<file path="src/core/cnt_pkg.sv">
// Constants and types shared by the sixteen-bit counter design
package cnt_pkg;
  // ****************************************
  // Widths
  // ****************************************
  localparam int ADDR_W = 8;
  localparam int DATA_W = 8;
  localparam int CNT_W  = 16;
  localparam int PSC_W  = 3;

  // ****************************************
  // Register offsets
  // ****************************************
  localparam logic [ADDR_W-1:0] ADDR_GIRQ    = 8'h0B;
  localparam logic [ADDR_W-1:0] ADDR_IRQ_FLG = 8'h0C;
  localparam logic [ADDR_W-1:0] ADDR_CNT_LO  = 8'h0E;
  localparam logic [ADDR_W-1:0] ADDR_CNT_HI  = 8'h0F;
  localparam logic [ADDR_W-1:0] ADDR_CTRL    = 8'h10;
  localparam logic [ADDR_W-1:0] ADDR_IRQ_CLR = 8'h1E;
  localparam logic [ADDR_W-1:0] ADDR_IRQ_EN  = 8'h8C;

  // ****************************************
  // Field positions, masks and reset values
  // ****************************************
  localparam int CTRL_RUN    = 0;
  localparam int CTRL_CS     = 1;
  localparam int CTRL_NOSYNC = 2;
  localparam int CTRL_PS_LO  = 4;
  localparam int CTRL_PS_HI  = 5;
  localparam int FLAG_OVF    = 0;
  localparam logic [DATA_W-1:0] CTRL_MASK  = 8'h3F;
  localparam logic [DATA_W-1:0] CTRL_RST   = 8'h00;
  localparam logic [DATA_W-1:0] PIE_MASK   = 8'hF7;
  localparam logic [DATA_W-1:0] FLAG_MASK  = 8'h01;
  localparam logic [DATA_W-1:0] BYTE_ZERO  = 8'h00;
  localparam logic [CNT_W-1:0]  CNT_ZERO   = 16'h0000;
  localparam logic [CNT_W-1:0]  CNT_ONE    = 16'h0001;
  localparam logic [CNT_W-1:0]  CNT_ONES   = 16'hFFFF;
  localparam logic [PSC_W-1:0]  PSC_ZERO   = 3'h0;
  localparam logic [PSC_W-1:0]  PSC_ONE    = 3'h1;
  localparam logic [3:0]        MODE_TRIG  = 4'hB;

  // ****************************************
  // Types
  // ****************************************
  typedef enum logic [2:0] {
    ARM_OFF       = 3'b001,
    ARM_WAIT_FALL = 3'b010,
    ARM_LIVE      = 3'b100
  } arm_state_t;
endpackage

</file>
<file path="src/core/pin_sync.sv">
// Three-stage synchroniser with agreement filter for a pin input
`timescale 1ns/10ps
`default_nettype none
module pin_sync (
  input  wire logic clock,
  input  wire logic rst_n,
  input  wire logic pin,
  output logic      level_r
);
  logic s1_r, s2_r, s3_r;
  logic level_nxt;

  // Level changes only once stages two and three agree
  always_comb begin
    level_nxt = (s2_r == s3_r) ? s3_r : level_r;
  end

  // Shift chain and filtered level
  always_ff @(posedge clock) begin
    if (!rst_n) begin
      s1_r    <= 1'b0;
      s2_r    <= 1'b0;
      s3_r    <= 1'b0;
      level_r <= 1'b0;
    end else begin
      s1_r    <= pin;
      s2_r    <= s1_r;
      s3_r    <= s2_r;
      level_r <= level_nxt;
    end
  end
endmodule // pin_sync
`default_nettype wire

</file>
<file path="src/core/prescaler.sv">
// Selectable 1:1, 1:2, 1:4, 1:8 prescaler with synchronous clear
`timescale 1ns/10ps
`default_nettype none
module prescaler
  import cnt_pkg::*;
(
  input  wire logic       clock,
  input  wire logic       rst_n,
  input  wire logic       tick,
  input  wire logic       clear,
  input  wire logic [1:0] sel,
  output logic            out
);
  logic [PSC_W-1:0] cnt_r;
  logic [PSC_W-1:0] cnt_nxt;
  logic [PSC_W-1:0] mask;

  always_comb begin
    unique case (sel)
      2'b00: mask = 3'h0;
      2'b01: mask = 3'h1;
      2'b10: mask = 3'h3;
      2'b11: mask = 3'h7;
    endcase
    out     = tick && !clear && ((cnt_r & mask) == mask);
    cnt_nxt = cnt_r;
    if (clear) begin
      cnt_nxt = PSC_ZERO;
    end else if (tick) begin
      cnt_nxt = out ? PSC_ZERO : PSC_W'(cnt_r + PSC_ONE);
    end
  end

  // Count register
  always_ff @(posedge clock) begin
    if (!rst_n) begin
      cnt_r <= PSC_ZERO;
    end else begin
      cnt_r <= cnt_nxt;
    end
  end
endmodule // prescaler
`default_nettype wire

</file>
<file path="src/core/sixteen_bit_counter.sv">
// Sixteen-bit counter with compare trigger clear, prescaler and registers
//
// The implementer's own choice: the strobed register port.
`timescale 1ns/10ps
`default_nettype none
// Function
// - Compare mode 1011 trigger clears the 16-bit counter to zero.
// - Trigger clear never sets the overflow flag.
// - Trigger clear is not applied in asynchronous counter mode.
// - Counter byte write in the trigger cycle wins over the clear.
// - In trigger mode the compare value acts as period.
// - Counter bytes survive every reset; only the trigger clears them.
// - Power-on or brown-out reset loads control with zero.
// - Other resets leave the control register unchanged.
// - Any counter byte write clears the prescaler count.
// - Count is read and written as low and high byte registers.
// - Timer mode advances once per instruction cycle after prescaler.
// - External mode counts rising edges after a first falling edge.
// - Run enable bit lets the counter advance; clear holds it.
// - Asynchronous counter mode keeps counting and interrupting in sleep.
module sixteen_bit_counter
  import cnt_pkg::*;
(
  input  wire logic              clock,
  input  wire logic              rst_n,
  input  wire logic              cold_rst_n,
  input  wire logic [ADDR_W-1:0] addr,
  input  wire logic [DATA_W-1:0] wr_data,
  input  wire logic              wr_en,
  input  wire logic              rd_en,
  output logic      [DATA_W-1:0] rd_data_r,
  input  wire logic              ext_clk_pin,
  input  wire logic              sleep_mode,
  input  wire logic [3:0]        compare_mode_field,
  input  wire logic [DATA_W-1:0] compare_value_high,
  input  wire logic [DATA_W-1:0] compare_value_low,
  output logic                   special_event_r,
  output logic                   irq_r
);
  // ****************************************
  // Declarations
  // ****************************************
  logic [DATA_W-1:0] ctrl_r, ctrl_nxt;
  logic [DATA_W-1:0] girq_r, girq_nxt;
  logic [DATA_W-1:0] pie_r, pie_nxt;
  logic [DATA_W-1:0] flag_r, flag_nxt;
  logic [DATA_W-1:0] rd_data_nxt;
  logic [CNT_W-1:0]  cnt_r, cnt_nxt;
  arm_state_t        arm_r, arm_nxt;
  logic              ext_lvl, ext_prev_r;
  logic              irq_nxt, sev_nxt;
  logic              run, ext_mode, async_mode;
  logic              wr_lo, wr_hi, wr_any, wr_clr;
  logic              rise, fall, psc_tick, psc_out, inc, wrap, trig_hit;

  // ****************************************
  // Pin input and prescaler
  // ****************************************
  pin_sync u_sync (
    .clock   (clock),
    .rst_n   (rst_n),
    .pin     (ext_clk_pin),
    .level_r (ext_lvl)
  );

  prescaler u_psc (
    .clock (clock),
    .rst_n (rst_n),
    .tick  (psc_tick),
    .clear (wr_any),
    .sel   (ctrl_r[CTRL_PS_HI:CTRL_PS_LO]),
    .out   (psc_out)
  );

  // ****************************************
  // Decode and count events
  // ****************************************
  // Mode bits and strobes
  always_comb begin
    run        = ctrl_r[CTRL_RUN];
    ext_mode   = ctrl_r[CTRL_CS];
    async_mode = ext_mode && ctrl_r[CTRL_NOSYNC];
    wr_lo      = wr_en && (addr == ADDR_CNT_LO);
    wr_hi      = wr_en && (addr == ADDR_CNT_HI);
    wr_any     = wr_lo || wr_hi;
    wr_clr     = wr_en && (addr == ADDR_IRQ_CLR);
    rise       = ext_lvl && !ext_prev_r;
    fall       = !ext_lvl && ext_prev_r;
  end

  // arm on first falling edge after enable
  always_comb begin
    arm_nxt = arm_r;
    if (!run || !ext_mode) begin
      arm_nxt = ARM_OFF;
    end else begin
      unique case (arm_r)
        ARM_OFF:       arm_nxt = ARM_WAIT_FALL;
        ARM_WAIT_FALL: arm_nxt = fall ? ARM_LIVE : ARM_WAIT_FALL;
        ARM_LIVE:      arm_nxt = ARM_LIVE;
        default:       arm_nxt = ARM_OFF;
      endcase
    end
  end

  // clock is the instruction cycle; run gate
  always_comb begin
    psc_tick = run && (ext_mode ? (rise && (arm_r == ARM_LIVE)) : !sleep_mode);
    // asynchronous mode keeps counting in sleep
    inc      = psc_out && (async_mode || !sleep_mode);
    // no trigger clear in asynchronous mode
    trig_hit = (compare_mode_field == MODE_TRIG) && !async_mode &&
               (cnt_r == {compare_value_high, compare_value_low});
    // a wrap replaced by a clear or a write raises no flag
    wrap     = inc && !wr_any && !trig_hit && (cnt_r == CNT_ONES);
  end

  // ****************************************
  // Counter next value
  // ****************************************
  always_comb begin
    cnt_nxt = cnt_r;
    if (!rst_n) begin
      cnt_nxt = cnt_r;
    end else if (wr_any) begin
      if (wr_lo) begin
        cnt_nxt[7:0] = wr_data;
      end else begin
        cnt_nxt[15:8] = wr_data;
      end
    end else if (trig_hit) begin
      // trigger clears; compare acts as period
      cnt_nxt = CNT_ZERO;
    end else if (inc) begin
      cnt_nxt = CNT_W'(cnt_r + CNT_ONE);
    end
  end

  // No reset: the count holds across every reset
  always_ff @(posedge clock) begin
    cnt_r <= cnt_nxt;
  end

  // ****************************************
  // Registers, flags and read port
  // ****************************************
  always_comb begin
    ctrl_nxt   = ctrl_r;
    girq_nxt   = girq_r;
    pie_nxt    = pie_r;
    if (wr_en && (addr == ADDR_CTRL)) begin
      ctrl_nxt = wr_data & CTRL_MASK;
    end
    if (wr_en && (addr == ADDR_GIRQ)) begin
      girq_nxt = wr_data;
    end
    if (wr_en && (addr == ADDR_IRQ_EN)) begin
      pie_nxt = wr_data & PIE_MASK;
    end
    // wrap sets flag, set beats clear; trigger never sets it
    flag_nxt = flag_r & ~(wr_clr ? wr_data : BYTE_ZERO);
    flag_nxt[FLAG_OVF] = flag_nxt[FLAG_OVF] || wrap;
    flag_nxt = flag_nxt & FLAG_MASK;
    // enabled flag drives the level interrupt
    irq_nxt = flag_nxt[FLAG_OVF] && pie_nxt[FLAG_OVF];
    sev_nxt = trig_hit && !wr_any;
    rd_data_nxt = BYTE_ZERO;
    if (rd_en) begin
      unique case (addr)
        ADDR_GIRQ:    rd_data_nxt = girq_r;
        ADDR_IRQ_FLG: rd_data_nxt = flag_r;
        ADDR_CNT_LO: rd_data_nxt = cnt_r[7:0];
        ADDR_CNT_HI: rd_data_nxt = cnt_r[15:8];
        ADDR_CTRL:   rd_data_nxt = ctrl_r;
        ADDR_IRQ_EN: rd_data_nxt = pie_r;
        default:     rd_data_nxt = BYTE_ZERO;
      endcase
    end
  end

  // Register stage with two reset kinds
  always_ff @(posedge clock) begin
    if (!rst_n) begin
      // power-on and brown-out zero control; others keep it
      ctrl_r          <= cold_rst_n ? ctrl_r : CTRL_RST;
      girq_r          <= BYTE_ZERO;
      pie_r           <= BYTE_ZERO;
      flag_r          <= BYTE_ZERO;
      arm_r           <= ARM_OFF;
      ext_prev_r      <= 1'b0;
      rd_data_r       <= BYTE_ZERO;
      irq_r           <= 1'b0;
      special_event_r <= 1'b0;
    end else begin
      ctrl_r          <= ctrl_nxt;
      girq_r          <= girq_nxt;
      pie_r           <= pie_nxt;
      flag_r          <= flag_nxt;
      arm_r           <= arm_nxt;
      ext_prev_r      <= ext_lvl;
      rd_data_r       <= rd_data_nxt;
      irq_r           <= irq_nxt;
      special_event_r <= sev_nxt;
    end
  end
endmodule // sixteen_bit_counter
`default_nettype wire

</file>
<file path="config.mk">
export PLATFORM = sky130hd
export DESIGN_NAME = sixteen_bit_counter
export DESIGN_NICKNAME = d
export VERILOG_FILES = /design/src/core/cnt_pkg.sv /design/src/core/pin_sync.sv /design/src/core/prescaler.sv /design/src/core/sixteen_bit_counter.sv
export SDC_FILE = /design/constraint.sdc
export NUM_CORES = 1
export LEC_CHECK = 0
export BUFFER_PORTS_ARGS = -buffer_cell sky130_fd_sc_hd__buf_2
export CORE_MARGIN = 10
export CORE_UTILIZATION = 40
export DETAILED_ROUTE_END_ITERATION = 10
export PLACE_DENSITY = 0.58
export RECOVER_POWER = 50
export SETUP_SLACK_MARGIN = 0.3
export SYNTH_ARGS = -nofsm -noshare
export SYNTH_HDL_FRONTEND = slang
export SYNTH_HIERARCHICAL = 1
export SYNTH_SLANG_ARGS = --single-unit
</file>
<file path="constraint.sdc">
create_clock -name clock -period 3.1 [get_ports clock]
set_input_delay 0.465 -clock clock [delete_from_list [all_inputs] [get_ports clock]]
set_output_delay 0.465 -clock clock [all_outputs]
set_load 0.005 [all_outputs]
</file>
==> impl_metrics.yaml <==
clocking:
  cts_tree: "yes"
  clock_latency_ps: 340
  cts_setup_buffers: 0
  cts_buffers: 9
  ctsLongestPathBuffers: 2
  cts_hold_buf: 0
  cts_sinks: 59
  h-tree-depth: 3
  root_buffer: "clkbuf_8"
  cts_resized: 0
  clkTransAtPathRegs_ps: 80
worst_setup_path:
  cp_top_family: "simple AND/OR/NAND/NOR gates"
  crit_required_ps: 3110
  path_cells: "clkbuf_1 -> or4_1 -> nor3_1 -> o21bai_4 -> o211a_1"
  max_stage_delay_ps: 590
  start_kind: "input pin"
  cp-end-kind: "register"
  path_class: "in -> reg"
  worstPathMaxFanout: 18
  arrival_ps: 2520
  slowest_stage: "or4_1"
  worst-path-buf-inv: 1
yosys:
  synth_top_area_share_pct: 23.5
  ys_types: 54
  ys_top_cells_by_area: "dfxtp_1 24%, edfxtp_1 21%, xor2_1 7.0%"
  synth_edf_count: 22
  ys_warn_count: 6
  ys.flop_type: "dfxtp_1"
  synth_nets: 378
  synthArstFlopShare_pct: 0
  synthXorXnorAreaFrac_pct: 8.63
  synth_area_um2: 3150
  ys_ff_latch: 59
  syn_avg_cell_area_um2: 9.45
  synthAdderAreaFrac_pct: 0.795
  synth_compound_area_share_pct: 16.2
  synth_cells: 333
  synth_top_area_cell: "dfxtp_1"
  yosys.area_share.simple_pct: 24.9
  synth_top_family_by_area: "simple AND/OR/NAND/NOR gates"
  synth-seq-area-share_pct: 44.5
  muxShareOfSynthArea_pct: 2.47
routing:
  drt-total-wl_um: 8780
  post_drt_via_cell_ratio: 5.52
  vias: 2722
  drtIter0Drc: 236
  firstDrtPassIters: 5
  routedWlPerCell_um: 17.8
  drtAntennaViolNets: 0
  drc_errors: 0
layout:
  synthToLayoutAreaGrowth_pct: 15.8
  diodes: 0
  final_common_cell: "nand2_1"
  drive_gt1_share_pct: 17.9
  seq_area_um2: 1400
  mostFrequentLayoutCells: "49 x nand2_1, 41 x buf_2, 37 x dfxtp_1, 25 x xor2_1, 25 x nand3_1"
  fin_nets: 431
  multi_input_area_um2: 1640
  fillers: 758
  stdcell_area_um2: 3640
floorplan:
  top_level_ports: 53
  die_w_um: 109
  core.rowCount: 32
  fp.coreArea_um2: 7690
  die_y_um: 109
  start_util_pct: 40.9
  die_area_um2: 11800
sta:
  layout_setup_ws_ps: 594
  finalHoldViolations: 0
  min_period_ps: 2510
  slew_viol_final: 0
  tightestPinTransition_ps: 1270
  rsz0062_at_grt: "no"
  fmax_mhz: 399
  fin_crit_sh_pct: 80.8
  finClkSkew_ps: 10.3
  finalSetupViolCount: 0
  finalSetupTns_ps: 0
  slew_headroom_pct: 15.1
placement:
  numPortBuffers: 52
  place_congestion: 0.856
  place_area_um2: 3490
  place_ws_ps: 607
  dp_hpwl_um: 6730
global_route:
  grtUsageTotal_pct: 14.7
  antenna_found_initial: 0
  grt_pass1_vias: 2662
  grt_remaining_overflow: 0
  grt_first_pass_wirelength_um: 13400
  grt_max_degree: 37
power:
  p_leak_nw: 1.27
  ir_drop_v: 0.000278
  p_per_area_nw_per_um2: 447
hold_path:
  min_path_type: "in -> reg"
run_status:
  run_status: "finished, final reports clean"
run:
  drv_cap: 0
[kinds of logic (layout without fill, tap and decap cells)]
kind of cell               after synthesis  count (layout)
and+or+nand+nor                        144             144
AOI/OAI and AO/OA                       74              74
DFF                                     59              59
xor gates and xnor gates                31              31
buffers and inverters                   16              74
muxes                                    7               7
adders and majority gates                2               2
[final cells by class]
type,instances,share of cell area (%)
inverter,2,0.206
clock buffer,9,3.40
timing repair buffer,56,7.38
clock inverter,7,2.09
multi-input combinational,258,45.0
tap,102,3.50
sequential,59,38.5
[registers in the layout, indices dropped and copies added, names as in the netlist, 3 cells and up]
name / cells
cnt_r: 16
girq_r: 8
arm_r: 3
u_psc/cnt_r: 3
pie_r: 7
ctrl_r: 6
rd_data_r: 8
[cells in the mapped netlist, types with 3 or more instances]
library cell / count
and3_1: 5
nor2_1: 12
a21oi_1: 10
mux2_2: 6
nor4_1: 6
nor3_1: 4
o21ai_0: 22
nand4_1: 5
xor2_1: 25
and2_1: 12
o2111ai_1: 3
nand2_1: 49
a21boi_0: 11
clkbuf_1: 5
a222oi_1: 5
a21boi_1: 8
buf_2: 7
nand2b_1: 5
xnor2_1: 6
edfxtp_1: 22
dfxtp_1: 37
nor4b_1: 3
nand3_1: 25
[worst reg2reg max path, stage by stage, from the launching register on]
cell      delay (ps)
edfxtp_1         500
xor2_1           220
nor4_1           310
nand3_1          240
o21bai_4         390
o211a_1          410
[path summary, 6_finish.rpt]
kind / from / to / slack [ps] / cells past startpoint
max reg2reg: cnt_r[2] / cnt_r[13] / 710 / 5
max: addr[4] / cnt_r[13] / 590 / 5
min: ext_clk_pin / u_sync/s1_r / 320 / 2
min reg2reg: u_sync/s1_r / u_sync/s2_r / 440 / 1
[power by group]
part	internal [W]	switching [W]
Sequential	0.000812	0.0000102
Clock	0.000376	0.000326
Combinational	0.0000475	0.0000580
[routing by layer]
metal | global-route usage [%] | vias to the layer above | part of all wire (%)
met3 | 3.60 | 15 | 5.7
met4 | 5.84 | 0 | 1.9
met1 | 18.6 | 1302 | 45
li1 | - | 1321 | -
met5 | 0 | - | 0
met2 | 23.6 | 84 | 48
[through the flow]
step / hold WS [ps] / power, W / cells / utilization, %
finish: 319 / 0.00163 / 493 / 47.4
global route: 312 / 0.00169 / 493 / 47.4
CTS: 311 / 0.00165 / 493 / 48.1
detailed placement: 423 / 0.000948 / 477 / 45.5
global placement: 420 / 0.000946 / 477 / 45.5
floorplan: 412 / 0.000893 / 333 / -
(Power assumes the default switching activity.)
